### config.mk
export PLATFORM = sky130hd
export DESIGN_NAME = anpg_regs
export DESIGN_NICKNAME = d
export VERILOG_FILES = /design/src/hw/anpg_pkg.sv /design/src/hw/anpg_sync.sv /design/src/hw/anpg_regs.sv
export SDC_FILE = /design/constraint.sdc
export NUM_CORES = 1
export LEC_CHECK = 0
export BUFFER_PORTS_ARGS = -buffer_cell sky130_fd_sc_hd__buf_2
export CORE_ASPECT_RATIO = 1.4
export CORE_MARGIN = 2
export CORE_UTILIZATION = 40
export DETAILED_ROUTE_END_ITERATION = 10
export GPL_TIMING_DRIVEN = 0
export HOLD_SLACK_MARGIN = 0.03
export PLACE_DENSITY = 0.56
export SKIP_CTS_REPAIR_TIMING = 1
export SYNTH_ARGS = -nofsm -noshare
export SYNTH_HDL_FRONTEND = slang
export SYNTH_SLANG_ARGS = --single-unit
### constraint.sdc
create_clock -name mclk -period 2.35 [get_ports mclk]
set_input_delay 0.47 -clock mclk [delete_from_list [all_inputs] [get_ports mclk]]
set_output_delay 0.47 -clock mclk [all_outputs]
set_load 0.02 [all_outputs]
### src/hw/anpg_pkg.sv
package anpg_pkg;

  ////////////////////////////////////////////////////////////////////////////
  // Register indices on the serial management frame
  localparam logic [4:0] REG_PARTNER_ABILITY = 5'h05;
  localparam logic [4:0] REG_NEG_EXPANSION = 5'h06;
  localparam logic [4:0] REG_NEXT_PAGE_TX = 5'h07;
  localparam logic [4:0] REG_PARTNER_NEXT_PAGE_RX = 5'h08;

  ////////////////////////////////////////////////////////////////////////////
  // Partner ability field positions
  localparam int PA_NEXT_PAGE = 15;
  localparam int PA_ACK = 14;
  localparam int PA_RFAULT = 13;
  localparam int PA_ASYM_PAUSE = 11;
  localparam int PA_PAUSE = 10;
  localparam int PA_ABIL_HI = 9;
  localparam int PA_ABIL_LO = 5;
  localparam int PA_SEL_HI = 4;
  localparam int PA_SEL_LO = 0;
  localparam logic [15:0] PA_RESET = 16'h0000;

  // Expansion field positions
  localparam int EXP_PD_FAULT = 4;
  localparam int EXP_PARTNER_NP = 3;
  localparam int EXP_LOCAL_NP = 2;
  localparam int EXP_PAGE_RX = 1;
  localparam int EXP_PARTNER_AN = 0;
  localparam logic EXP_LOCAL_NP_VAL = 1'b1;

  // Next page reset values and writable bits
  localparam logic [15:0] NPT_RESET = 16'h2001;
  localparam logic [15:0] NPR_RESET = 16'h0000;
  localparam logic [15:0] NPT_WR_MASK = 16'hf7ff;
  localparam logic TOGGLE_RESET = 1'b0;

  ////////////////////////////////////////////////////////////////////////////
  // Management frame timing, in management clock bits
  localparam logic [5:0] PREAMBLE_LEN = 6'h20;
  localparam logic [4:0] HDR_LAST = 5'h0b;
  localparam logic [4:0] DATA_LAST = 5'h0f;
  localparam logic [1:0] OP_READ = 2'h2;
  localparam logic [1:0] OP_WRITE = 2'h1;
  localparam logic [4:0] PHY_ADDR_DEFAULT = 5'h00;

  ////////////////////////////////////////////////////////////////////////////
  // Types
  typedef struct packed {
    logic morePages;
    logic bit14;
    logic msgPage;
    logic secondAck;
    logic toggle;
    logic [10:0] code;
  } anpg_page_t;

  typedef struct packed {
    logic restart;
    logic baseRx;
    logic nextRx;
    logic pdFault;
    logic pageSent;
  } anpg_anev_t;

  typedef enum logic [2:0] {sIdle, sStart, sHdr, sTa, sData} anpg_mdio_st_t;

endpackage : anpg_pkg

### src/hw/anpg_sync.sv
`timescale 1ns/1ps
`default_nettype none
module anpg_sync #(
  parameter int WIDTH = 1,
  parameter logic [WIDTH-1:0] RST_VAL = '0
) (
  input wire logic mclk,
  input wire logic nrst,
  input wire logic [WIDTH-1:0] din,
  output logic [WIDTH-1:0] dout
);
  logic [WIDTH-1:0] s1_r;
  logic [WIDTH-1:0] s2_r;
  logic [WIDTH-1:0] s3_r;

  // Change accepted only when stages two and three agree
  always_ff @(posedge mclk or negedge nrst) begin
    if (!nrst) begin
      s1_r <= RST_VAL;
      s2_r <= RST_VAL;
      s3_r <= RST_VAL;
      dout <= RST_VAL;
    end else begin
      s1_r <= din;
      s2_r <= s1_r;
      s3_r <= s2_r;
      for (int i = 0; i < WIDTH; i++) begin
        if (s2_r[i] == s3_r[i]) begin
          dout[i] <= s3_r[i];
        end
      end
    end
  end
endmodule : anpg_sync
`default_nettype wire

### src/hw/anpg_regs.sv
// Functional notes
// - Partner next-page bit reports partner wants to send next pages.
// - Partner acknowledge bit set once partner code word received successfully.
// - Partner remote fault copied as received; no action taken on it.
// - Partner selector field shown; cleared on negotiation restart or reset.
// - Five partner ability bits shown; cleared on negotiation restart or reset.
// - Partner pause bit mirrors pause bit in received ability word.
// - Parallel detection fault latched high; cleared by expansion read or reset.
// - Partner next-page-able flag always equals partner ability bit 15.
// - Local next-page-able flag is constant one, read-only.
// - Page received flag latched on checked page; held until reset.
// - Partner negotiation-able flag set only once partner known capable.
// - Message-page bit selects formatted page when one; resets to one.
// - Transmit toggle read-only, inverse of previously sent toggle.
// - Eleven-bit code field carries message or unformatted value.
// - Received next page fields read-only, all reset to zero.
// - Received toggle bit is inverse of partner's previous toggle.
// - Received second acknowledge reports partner compliance.
`timescale 1ns/1ps
`default_nettype none
module anpg_regs
  import anpg_pkg::*;
#(
  parameter logic [4:0] PHY_ADDR = PHY_ADDR_DEFAULT
) (
  input wire logic mclk,
  input wire logic nrst,
  input wire logic mdc,
  input wire logic mdioIn,
  output logic mdioOut,
  output logic mdioOeN,
  input wire anpg_pkg::anpg_anev_t anEv,
  input wire logic [15:0] rxWord,
  output anpg_pkg::anpg_page_t nextTxWord,
  output logic nextTxLoaded,
  output logic partnerAnAble
);
  import anpg_pkg::*;

  ////////////////////////////////////////////////////////////////////////////
  // Pin synchronisers
  logic mdcF;
  logic mdioF;
  logic mdcPrev_r;
  logic mdcRise;
  logic bitIn;

  anpg_sync #(
    .WIDTH(2),
    .RST_VAL(2'h3)
  ) uSync (
    .mclk(mclk),
    .nrst(nrst),
    .din({mdc, mdioIn}),
    .dout({mdcF, mdioF})
  );

  always_ff @(posedge mclk or negedge nrst) begin
    if (!nrst) begin
      mdcPrev_r <= 1'b1;
    end else begin
      mdcPrev_r <= mdcF;
    end
  end

  // Pins reset to one, so leaving reset makes no false mdc edge
  // Host drives data ahead of the rising edge, so sample there
  assign mdcRise = mdcF & ~mdcPrev_r;
  assign bitIn = mdioF;

  ////////////////////////////////////////////////////////////////////////////
  // Register state
  logic [15:0] partnerAbility_r;
  logic pdFault_r;
  logic pageRx_r;
  logic partnerAn_r;
  anpg_page_t npt_r;
  anpg_page_t npr_r;
  logic [15:0] expansion;

  ////////////////////////////////////////////////////////////////////////////
  // Management frame decode
  anpg_mdio_st_t state_r;
  logic [4:0] cnt_r;
  logic [5:0] ones_r;
  logic [10:0] hdr_r;
  logic readOp_r;
  logic hit_r;
  logic [4:0] regAddr_r;
  logic [14:0] wrShift_r;
  logic [11:0] hdrFull;
  logic hdrDone;
  logic hdrHit;
  logic rdEn;
  logic wrEn;
  logic [15:0] wrData;
  logic [1:0] hdrOp;
  logic [4:0] hdrPhy;
  logic [4:0] hdrReg;
  logic opKnown;
  logic expRead;
  logic nptWrite;

  // Header: op, phy address, register; last bit still on the pin
  assign hdrFull = {hdr_r, bitIn};
  assign hdrOp = hdrFull[11:10];
  assign hdrPhy = hdrFull[9:5];
  assign hdrReg = hdrFull[4:0];
  assign opKnown = (hdrOp == OP_READ) || (hdrOp == OP_WRITE);
  assign hdrDone = mdcRise && (state_r == sHdr) && (cnt_r == HDR_LAST);
  assign hdrHit = (hdrPhy == PHY_ADDR);
  assign rdEn = hdrDone && hdrHit && (hdrOp == OP_READ);
  assign wrEn = mdcRise && (state_r == sData) && (cnt_r == DATA_LAST) && hit_r && !readOp_r;
  assign wrData = {wrShift_r, bitIn};
  // Strobes for the two registers with side effects
  assign expRead = rdEn && (hdrReg == REG_NEG_EXPANSION);
  assign nptWrite = wrEn && (regAddr_r == REG_NEXT_PAGE_TX);

  always_ff @(posedge mclk or negedge nrst) begin
    if (!nrst) begin
      state_r <= sIdle;
      cnt_r <= 5'h00;
      ones_r <= 6'h00;
      hdr_r <= 11'h000;
      readOp_r <= 1'b0;
      hit_r <= 1'b0;
      regAddr_r <= 5'h00;
      wrShift_r <= 15'h0000;
    end else if (mdcRise) begin
      unique case (state_r)
        sIdle: begin
          // Count saturates, so a long idle line still qualifies
          if (bitIn) begin
            if (ones_r != PREAMBLE_LEN) begin
              ones_r <= ones_r + 6'h01;
            end
          end else if (ones_r == PREAMBLE_LEN) begin
            state_r <= sStart;
          end else begin
            ones_r <= 6'h00;
          end
        end
        sStart: begin
          ones_r <= 6'h00;
          cnt_r <= 5'h00;
          state_r <= bitIn ? sHdr : sIdle;
        end
        sHdr: begin
          hdr_r <= hdrFull[10:0];
          cnt_r <= cnt_r + 5'h01;
          if (cnt_r == HDR_LAST) begin
            readOp_r <= (hdrOp == OP_READ);
            // Ops 00 and 11 run to the end without touching the pin
            hit_r <= hdrHit && opKnown;
            regAddr_r <= hdrReg;
            cnt_r <= 5'h00;
            state_r <= sTa;
          end
        end
        sTa: begin
          cnt_r <= cnt_r + 5'h01;
          if (cnt_r != 5'h00) begin
            cnt_r <= 5'h00;
            state_r <= sData;
          end
        end
        sData: begin
          wrShift_r <= wrData[14:0];
          cnt_r <= cnt_r + 5'h01;
          if (cnt_r == DATA_LAST) begin
            cnt_r <= 5'h00;
            state_r <= sIdle;
          end
        end
      endcase
    end
  end

  ////////////////////////////////////////////////////////////////////////////
  // Read path: turnaround zero, then sixteen data bits, msb first
  logic [15:0] rdMux;
  logic [15:0] rdShift_r;

  always_comb begin
    rdMux = 16'h0000;
    unique case (hdrReg)
      REG_PARTNER_ABILITY: rdMux = partnerAbility_r;
      REG_NEG_EXPANSION: rdMux = expansion;
      REG_NEXT_PAGE_TX: rdMux = npt_r;
      REG_PARTNER_NEXT_PAGE_RX: rdMux = npr_r;
      default: rdMux = 16'h0000;
    endcase
  end

  always_ff @(posedge mclk or negedge nrst) begin
    if (!nrst) begin
      rdShift_r <= 16'h0000;
      mdioOut <= 1'b1;
      mdioOeN <= 1'b1;
    end else if (mdcRise) begin
      if (rdEn) begin
        // Snapshot at decode so a later event cannot tear the word
        rdShift_r <= rdMux;
      end
      if (state_r == sTa && readOp_r && hit_r) begin
        if (cnt_r == 5'h00) begin
          mdioOut <= 1'b0;
          mdioOeN <= 1'b0;
        end else begin
          mdioOut <= rdShift_r[15];
          rdShift_r <= {rdShift_r[14:0], 1'b0};
        end
      end else if (state_r == sData && readOp_r && hit_r && cnt_r != DATA_LAST) begin
        mdioOut <= rdShift_r[15];
        rdShift_r <= {rdShift_r[14:0], 1'b0};
      end else begin
        mdioOut <= 1'b1;
        mdioOeN <= 1'b1;
      end
    end
  end

  ////////////////////////////////////////////////////////////////////////////
  // Partner ability
  always_ff @(posedge mclk or negedge nrst) begin
    if (!nrst) begin
      partnerAbility_r <= PA_RESET;
    end else if (anEv.restart) begin
      // Restart beats a page arriving in the same cycle
      partnerAbility_r <= PA_RESET;
    end else if (anEv.baseRx) begin
      partnerAbility_r[PA_NEXT_PAGE] <= rxWord[PA_NEXT_PAGE];
      partnerAbility_r[PA_ACK] <= 1'b1;
      partnerAbility_r[PA_RFAULT] <= rxWord[PA_RFAULT];
      partnerAbility_r[PA_ASYM_PAUSE] <= rxWord[PA_ASYM_PAUSE];
      partnerAbility_r[PA_PAUSE] <= rxWord[PA_PAUSE];
      partnerAbility_r[PA_ABIL_HI:PA_ABIL_LO] <= rxWord[PA_ABIL_HI:PA_ABIL_LO];
      partnerAbility_r[PA_SEL_HI:PA_SEL_LO] <= rxWord[PA_SEL_HI:PA_SEL_LO];
    end
  end

  ////////////////////////////////////////////////////////////////////////////
  // Expansion flags
  always_ff @(posedge mclk or negedge nrst) begin
    if (!nrst) begin
      pdFault_r <= 1'b0;
    end else if (anEv.pdFault) begin
      // New fault wins over the clearing read
      pdFault_r <= 1'b1;
    end else if (expRead) begin
      pdFault_r <= 1'b0;
    end
  end

  always_ff @(posedge mclk or negedge nrst) begin
    if (!nrst) begin
      pageRx_r <= 1'b0;
    end else if (anEv.baseRx || anEv.nextRx) begin
      // Restart leaves it set; only chip reset drops it
      pageRx_r <= 1'b1;
    end
  end

  // Only a checked base page proves the partner negotiates
  always_ff @(posedge mclk or negedge nrst) begin
    if (!nrst) begin
      partnerAn_r <= 1'b0;
    end else if (anEv.baseRx) begin
      partnerAn_r <= 1'b1;
    end else if (anEv.restart) begin
      partnerAn_r <= 1'b0;
    end
  end

  always_comb begin
    // Bits 15:5 read back as zero
    expansion = 16'h0000;
    expansion[EXP_PD_FAULT] = pdFault_r;
    expansion[EXP_PARTNER_NP] = partnerAbility_r[PA_NEXT_PAGE];
    expansion[EXP_LOCAL_NP] = EXP_LOCAL_NP_VAL;
    expansion[EXP_PAGE_RX] = pageRx_r;
    expansion[EXP_PARTNER_AN] = partnerAn_r;
  end

  ////////////////////////////////////////////////////////////////////////////
  // Local next page: host fields plus hardware toggle
  always_ff @(posedge mclk or negedge nrst) begin
    if (!nrst) begin
      npt_r <= NPT_RESET;
    end else begin
      if (nptWrite) begin
        // Host owns more-pages, bit 14, message, second ack and code
        npt_r <= (wrData & NPT_WR_MASK) | (npt_r & ~NPT_WR_MASK);
      end
      // A same-cycle write keeps the hardware toggle
      if (anEv.restart) begin
        npt_r.toggle <= TOGGLE_RESET;
      end else if (anEv.pageSent) begin
        npt_r.toggle <= ~npt_r.toggle;
      end
    end
  end

  always_ff @(posedge mclk or negedge nrst) begin
    if (!nrst) begin
      nextTxWord <= NPT_RESET;
      nextTxLoaded <= 1'b0;
      partnerAnAble <= 1'b0;
    end else begin
      nextTxWord <= npt_r;
      nextTxLoaded <= nptWrite;
      partnerAnAble <= partnerAn_r;
    end
  end

  ////////////////////////////////////////////////////////////////////////////
  // Partner next page, read-only image of the last checked page
  localparam int NP_MORE_POS = 15;
  localparam int NP_ACK_POS = 14;
  localparam int NP_MSG_POS = 13;
  localparam int NP_SECOND_ACKNOWLEDGE_POS = 12;
  localparam int NP_TOGGLE_POS = 11;
  localparam int NP_CODE_HI = 10;

  always_ff @(posedge mclk or negedge nrst) begin
    if (!nrst) begin
      npr_r <= NPR_RESET;
    end else if (anEv.nextRx) begin
      npr_r.morePages <= rxWord[NP_MORE_POS];
      npr_r.bit14 <= rxWord[NP_ACK_POS];
      npr_r.msgPage <= rxWord[NP_MSG_POS];
      npr_r.secondAck <= rxWord[NP_SECOND_ACKNOWLEDGE_POS];
      // Stored inverted: reads as the toggle the partner sends next
      npr_r.toggle <= ~rxWord[NP_TOGGLE_POS];
      npr_r.code <= rxWord[NP_CODE_HI:0];
    end
  end

endmodule : anpg_regs
`default_nettype wire

# Yosys cells after proc, flatten, opt, wreduce, memory -nomap -nowiden

Index checks and enable logic that the tools add are counted.

Memory bits (read-only): 0
Input bits: 25
Register bits: 142
Word-level logic and storage cells: 147
Latch bits: 0
Memories kept: 0
Output and inout bits: 20
Bits in writable memories: 0

Equal/unequal tests: 27
Reduce and logical (&&, ||, !) cells: 35
Magnitude comparators: 0
Add/sub/neg operators: 2
Multiplexer cells: 37
$mul: 0
Div/mod/pow operators: 0
Shift operators: 0
Bitwise operators: 5

Operators by type and width:

| cell                                                                     | number |
|---|---|
| 16-bit two-way mux                                                       | 4 |
| 16-bit case mux with 4 select lines                                      | 1 |
| 12-bit two-way mux                                                       | 3 |
| 3-bit two-way mux                                                        | 7 |
| 5-bit by 3-bit == test with 1-bit output (second input constant)         | 4 |
| 5-bit case mux with 4 select lines                                       | 1 |
| 6-bit two-way mux                                                        | 3 |
| 1-bit logical AND                                                        | 16 |
| 16-bit by 12-bit OR with 16-bit output                                   | 1 |
| 5-bit by 4-bit == test with 1-bit output (second input constant)         | 3 |
| 5-bit two-way mux                                                        | 3 |
| 3-bit case mux with 5 select lines                                       | 1 |
| 1-bit two-way mux                                                        | 12 |
| 6-bit case mux with 2 select lines                                       | 1 |
| 5-bit logical NOT                                                        | 2 |
| 2-bit inequality test (second input constant)                            | 4 |
| 6-bit by 1-bit adder with 6-bit output (second input constant)           | 1 |
| 3-bit by 2-bit == test with 1-bit output (second input constant)         | 2 |
| 6-bit == test (second input constant)                                    | 1 |
| 2-bit by 1-bit inequality test with 1-bit output (second input constant) | 3 |
| 6-bit inequality test (second input constant)                            | 1 |
| 2-bit AND reduction                                                      | 3 |
| 3-bit AND reduction                                                      | 2 |
| 6-bit AND reduction                                                      | 1 |
| 20 further kinds                                                         | 26 |

# Longest topological paths before layout

Depth after elaboration: 10
Mapped depth: 9
Depth with buffers taken out: 8

# Cells and area by module

Synthesis repeated with hierarchy kept, for this count alone.

Cell total of the unflattened synthesis: 495
Area total of the unflattened synthesis: 6023.3 µm²

By module, submodules not included:

| module    | cells each | times used | area each (µm²) |
|---|---|---|---|
| anpg_regs | 485        | 1          | 5790.6 |
| anpg_sync | 10         | 1          | 232.7 |

# Least setup slack after synthesis

OpenSTA, ideal clock, no wires.

Kind: flip-flop to flip-flop
Start: register cnt_r[0]
End: register rdShift_r[10]
Data required time: 2.212 ns
Stages on the path, launching flop included: 10
Path buffers: 1
Arrival time: 2.098 ns
Setup slack: 0.114 ns
Setup time: 0.138 ns
Path through: dfrtp_1 ha_1 nand3_1 inv_1 ha_1 nor4b_1 a21oi_1 clkbuf_1 o221ai_1 o211ai_1

Word-level cells in the longest chain between the ends: 7
Elaborated cells on any way between the ends: 11

RTL lines:

| what                                     | RTL line                           | text |
|---|---|---|
| start, declared                          | anpg_regs.sv:84                    | `logic [4:0] cnt_r;` |
| start signal, assigned                   | anpg_regs.sv:150                   | `cnt_r <= cnt_r + 5'h01;` |
| start signal, assigned                   | anpg_regs.sv:161                   | `cnt_r <= cnt_r + 5'h01;` |
| start signal, assigned                   | anpg_regs.sv:169                   | `cnt_r <= cnt_r + 5'h01;` |
| 5-bit by 4-bit == test with 1-bit output | anpg_regs.sv:110                   | `assign hdrDone = mdcRise && (state_r == sHdr) && (cnt_r == HDR_LAST);` |
| 1-bit logical AND                        | anpg_regs.sv:110                   |  |
| 1-bit logical AND (2 in series)          | anpg_regs.sv:112                   | `assign rdEn = hdrDone && hdrHit && (hdrOp == OP_READ);` |
| 16-bit two-way mux                       | anpg_regs.sv:201                   | `if (rdEn) begin` |
| 16-bit two-way mux (on tied branches)    | anpg_regs.sv:213, anpg_regs.sv:206 |  |
| 16-bit two-way mux *                     | anpg_regs.sv:205                   | `if (state_r == sTa && readOp_r && hit_r) begin` |
| end signal, assigned                     | anpg_regs.sv:203                   | `rdShift_r <= rdMux;` |
| end signal, assigned                     | anpg_regs.sv:211                   | `rdShift_r <= {rdShift_r[14:0], 1'b0};` |
| end signal, assigned                     | anpg_regs.sv:215                   | `rdShift_r <= {rdShift_r[14:0], 1'b0};` |
| end, declared                            | anpg_regs.sv:182                   | `logic [15:0] rdShift_r;` |

Every way passes the cells marked *; elsewhere a longest branch is shown, timed or not.
A chain may end at the register's enable or synchronous reset.

# Worst setup path in the final report

Start: register cnt_r[0]
End: register cnt_r[2]

Word-level cells in the longest chain between the ends: 3
Elaborated cells on any way between the ends: 8

RTL lines:

| what                                                                 | RTL line                                             | text |
|---|---|---|
| 5-bit by 1-bit adder with 5-bit output, or another cell as far along | anpg_regs.sv:150, anpg_regs.sv:161, anpg_regs.sv:169 |  |
| 5-bit two-way mux (on tied branches)                                 | anpg_regs.sv:170, anpg_regs.sv:151, anpg_regs.sv:162 |  |
| 5-bit case mux with 4 select lines *                                 | anpg_regs.sv:130                                     | `unique case (state_r)` |

Marks and branches as above.

==> metrics.md <==
| Metric | Value |
|---|---|
| Status | finished clean |
| Die Y | about 150 um |
| Initial Utilization | between 40% and 50% |
| Setup crit start kind | flop |
| R2R cell count | 7 |
| CP peak stage delay | around 0.47 ns |
| CP max stage cell | or4b_4 |
| Final instance area | 7410 um2 |
| Minimum clock period | about 2.3 ns |
| DP Area | ~6600 um2 |
| Clock transition at the registers of the reported paths | ~0.060 ns |
| Synth Warn # | 0 |
| Post-detailed-route wirelength per cell | 17.8 um |
| Setup CP Type | flop to flop |
| Cell count after synthesis | approximately 500 |
| Crit. End Element | flop |
| Fillers | 1350 |
| # clock sinks | about 140 |
| Die Wd | around 110 um |
| Wirelength, routed | ~14000 um |
| First-pass GRT wire length | 22100 um |
| Routed Antenna Nets | 0 |
| DRT Pass-1 Iters | 4 |
| WP data arrival | 2.62 ns |
| GRT overflow | 0 |
| Clk_lat worst skew | between 0.4 and 0.5 ns |
| Post-synthesis async set-or-reset flop share | 100% |
| GRT Total Usage | 18.0% |
| Clk root buf | clkbuf_16 |
| Least-Margin Pin Slew | 0.869 ns |
| Worst path cell trace | inv_1 > ha_1 > or4b_4 > or4_1 > buf_4 > a2111oi_4 > a221o_1 |
| Worst Hold Class | primary input to async pin |
| Static leakage | about 0.0033 uW |
| Final Hold Viols | 0 |
| Via count | ~4200 |
| Max_cap viols | 0 |
| Post-synthesis register bit count | 142 |
| Synth area leader | dfrtp_1 |
| CP bufs+invs | 2 |
| Setup violators final | 0 |
| Fmax | 0.442 GHz |
| Hpwl dp | roughly 9600 um |
| Req. time, crit path | approximately 2.7 ns |
| Die ar. | about 16000 um2 |
| Area of the core | about 15000 um2 |
| Skew final | just under 0.01 ns |
| Area growth syn-to-layout | 20.4% |
| FF-to-FF End | cnt_r[2] |
| Htree depth | 4 |
| R2R Path Start | cnt_r[0] |
| Synth top area share | 51.6% |
| Port Buffers | 41 |
| CP delay by family, top | simple AND/OR/NAND/NOR gates |
| Vias in the first global route | approximately 4300 |
| Slack of the worst reg-to-reg path | slightly below 0.09 ns |
| Power Density | about 750 nW/um2 |
| Critical Path Fanout Max | 7 |
| Final net count | 601 |
| Antenna violations before repair | 0 |
| Vias per cell | roughly 5.5 |
| Tcrit/Tclk final | 96.2% |
| Row count | 53 |
| Net Count, Synth | 535 |
| Setup ws final | between 0.08 and 0.09 ns |
| CTS Buf Count | 17 |
| Max VDD drop | between 500 and 600 uV |
| Fin. max-slew vios | 0 |
| Largest net degree at the start of global routing | between 80 and 90 |
| Drt initial violations | around 310 |
| TritonCTS clock tree | done |
| Buffer depth of the longest clock path | 2 |
| Synth Cell Area | approximately 6200 um2 |
| Pre-CTS WS | -0.425 ns |
| Syn_area_per_cell | 12.2 um2 |
| Synth Flop Type | dfrtp_1 |
| Layout cells sized above 1 | around 31% |
| EDFF count, synth | 0 |
| Synth cell types | just over 60 |
| Ports | 45 |
| Remaining DRCs | 0 |
| Synth top area cells | dfrtp_1 52%, mux2_2 9.5%, dfstp_2 6.4% |
| Final GP Congestion | a little over 0.8 |
| Antenna cells | 0 |
| Relative slew slack | 41.6% |
| Seq/Total Area, Yosys | 58.0% |
[sequential cells by signal, summed over array words and instances (netlist names), 2 cells and up]
name              cells
partnerAbility_r     15
uSync.s3_r            2
npr_r                16
nextTxWord           16
npt_r                16
ones_r                6
regAddr_r             5
hdr_r                11
wrShift_r            15
state_r               3
uSync.s2_r            2
uSync.dout            2
cnt_r                 5
rdShift_r            16
uSync.s1_r            2
[stage by stage]
step / TNS (ns) / cells / util [%] / hold slack, ns / total power, uW
detailed placement: -10.37 / 737 / 44.1 / 0.348 / 2890
finish: 0 / 774 / 49.2 / 0.0364 / 5550
global placement: -167.53 / 736 / 43.9 / 0.348 / 2880
global route: -0.108 / 774 / 49.2 / 0.0701 / 5780
floorplan: 0 / 503 / - / 0.174 / 2760
CTS: -11.02 / 769 / 48.0 / 0.0489 / 5610
[logic make-up (layout without fill, tap and decap cells)]
| family | count (synthesis) | in the layout | synth area share [%] |
|---|---|---|---|
| xor+xnor | 1 | 1 | 0.142 |
| simple gates | 127 | 127 | 11.1 |
| fa+ha+maj | 9 | 9 | 1.75 |
| mux | 86 | 86 | 15.2 |
| buf+inv | 45 | 124 | 2.85 |
| compound gates | 93 | 93 | 10.9 |
| flops | 142 | 142 | 58.0 |
[layer usage]
| layer | GRT usage [%] | vias up | share of wire (%) |
|---|---|---|---|
| li1 | - | 1991 | - |
| met1 | 21.6 | 2165 | 43 |
| met2 | 31.6 | 58 | 54 |
| met3 | 4.56 | 11 | 2.6 |
| met4 | 5.71 | 0 | 1.1 |
| met5 | 0 | - | 0 |
[Yosys cell counts (8+ instances only)]
library cell and instances:
nand2b_1 8, dfstp_2 15, o21ai_0 17, nand2_1 16, a21oi_1 16, inv_1 13
nor2_1 39, nand3_1 26, mux2i_1 25, o221ai_1 15, mux2_2 52, clkbuf_1 28
o211ai_1 16, mux2_1 9, dfrtp_1 127
[worst register-to-register path, stage by stage, from the launching register on]
cell and delay (ns):
dfrtp_2 0.44, inv_1 0.07, ha_1 0.15, or4b_4 0.47, or4_1 0.40, buf_4 0.19, a2111oi_4 0.34, a221o_1 0.15
[worst max-delay path by stage]
stage / cells past startpoint / end / slack [ns] / from
final: 7 / cnt_r[2] / 0.09 / cnt_r[0]
after global routing: 5 / hdr_r[6] / -0.02 / state_r[2]
after CTS: 6 / npt_r[14] / -0.44 / state_r[0]
after detailed placement: 6 / npt_r[12] / -0.42 / state_r[0]
after global placement: 1 / npt_r[12] / -1.21 / nrst
after floorplan: 9 / rdShift_r[10] / 0.11 / cnt_r[0]
[layout by cell type (no fill, tap or decap), drive strengths merged, types with 2 or more instances in the layout]
master and n:
a2111oi 2, a21o 2, a21oi 16, a222oi 4, a31oi 3, and2 2
and3 2, buf 58, bufinv 2, clkbuf 42, clkinv 4, clkinvlp 2
dfrtp 127, dfstp 15, ha 7, inv 16, maj3 2, mux2 61
mux2i 25, nand2 16, nand2b 8, nand3 26, nand4bb 2, nor2 39
nor2b 2, nor3 4, nor3b 4, nor4b 2, o211ai 16, o21ai 18
o221ai 15, o31ai 3, o41ai 2, or3 4, or3b 2, or4 4
or4b 3
[final cells by class]
type | count | area [um2] | area share, %
Sequential cell | 142 | 3570 | 48.2
Clock buffer | 21 | 460 | 6.21
Multi-Input combinational cell | 316 | 2530 | 34.1
Clock inverter | 11 | 133 | 1.79
Inverter | 13 | 48.8 | 0.659
Tap cell | 192 | 240 | 3.24
Buffer | 29 | 126 | 1.71
Timing Repair Buffer | 50 | 299 | 4.04
[report_power, final]
part           total [uW]  switching, uW  internal (uW)
sequential           2580           50.7           2530
clock                2700           1070           1630
combinational         268            161            106
total                5550           1280           4270
Note: power is estimated with default switching activity, not from simulation.
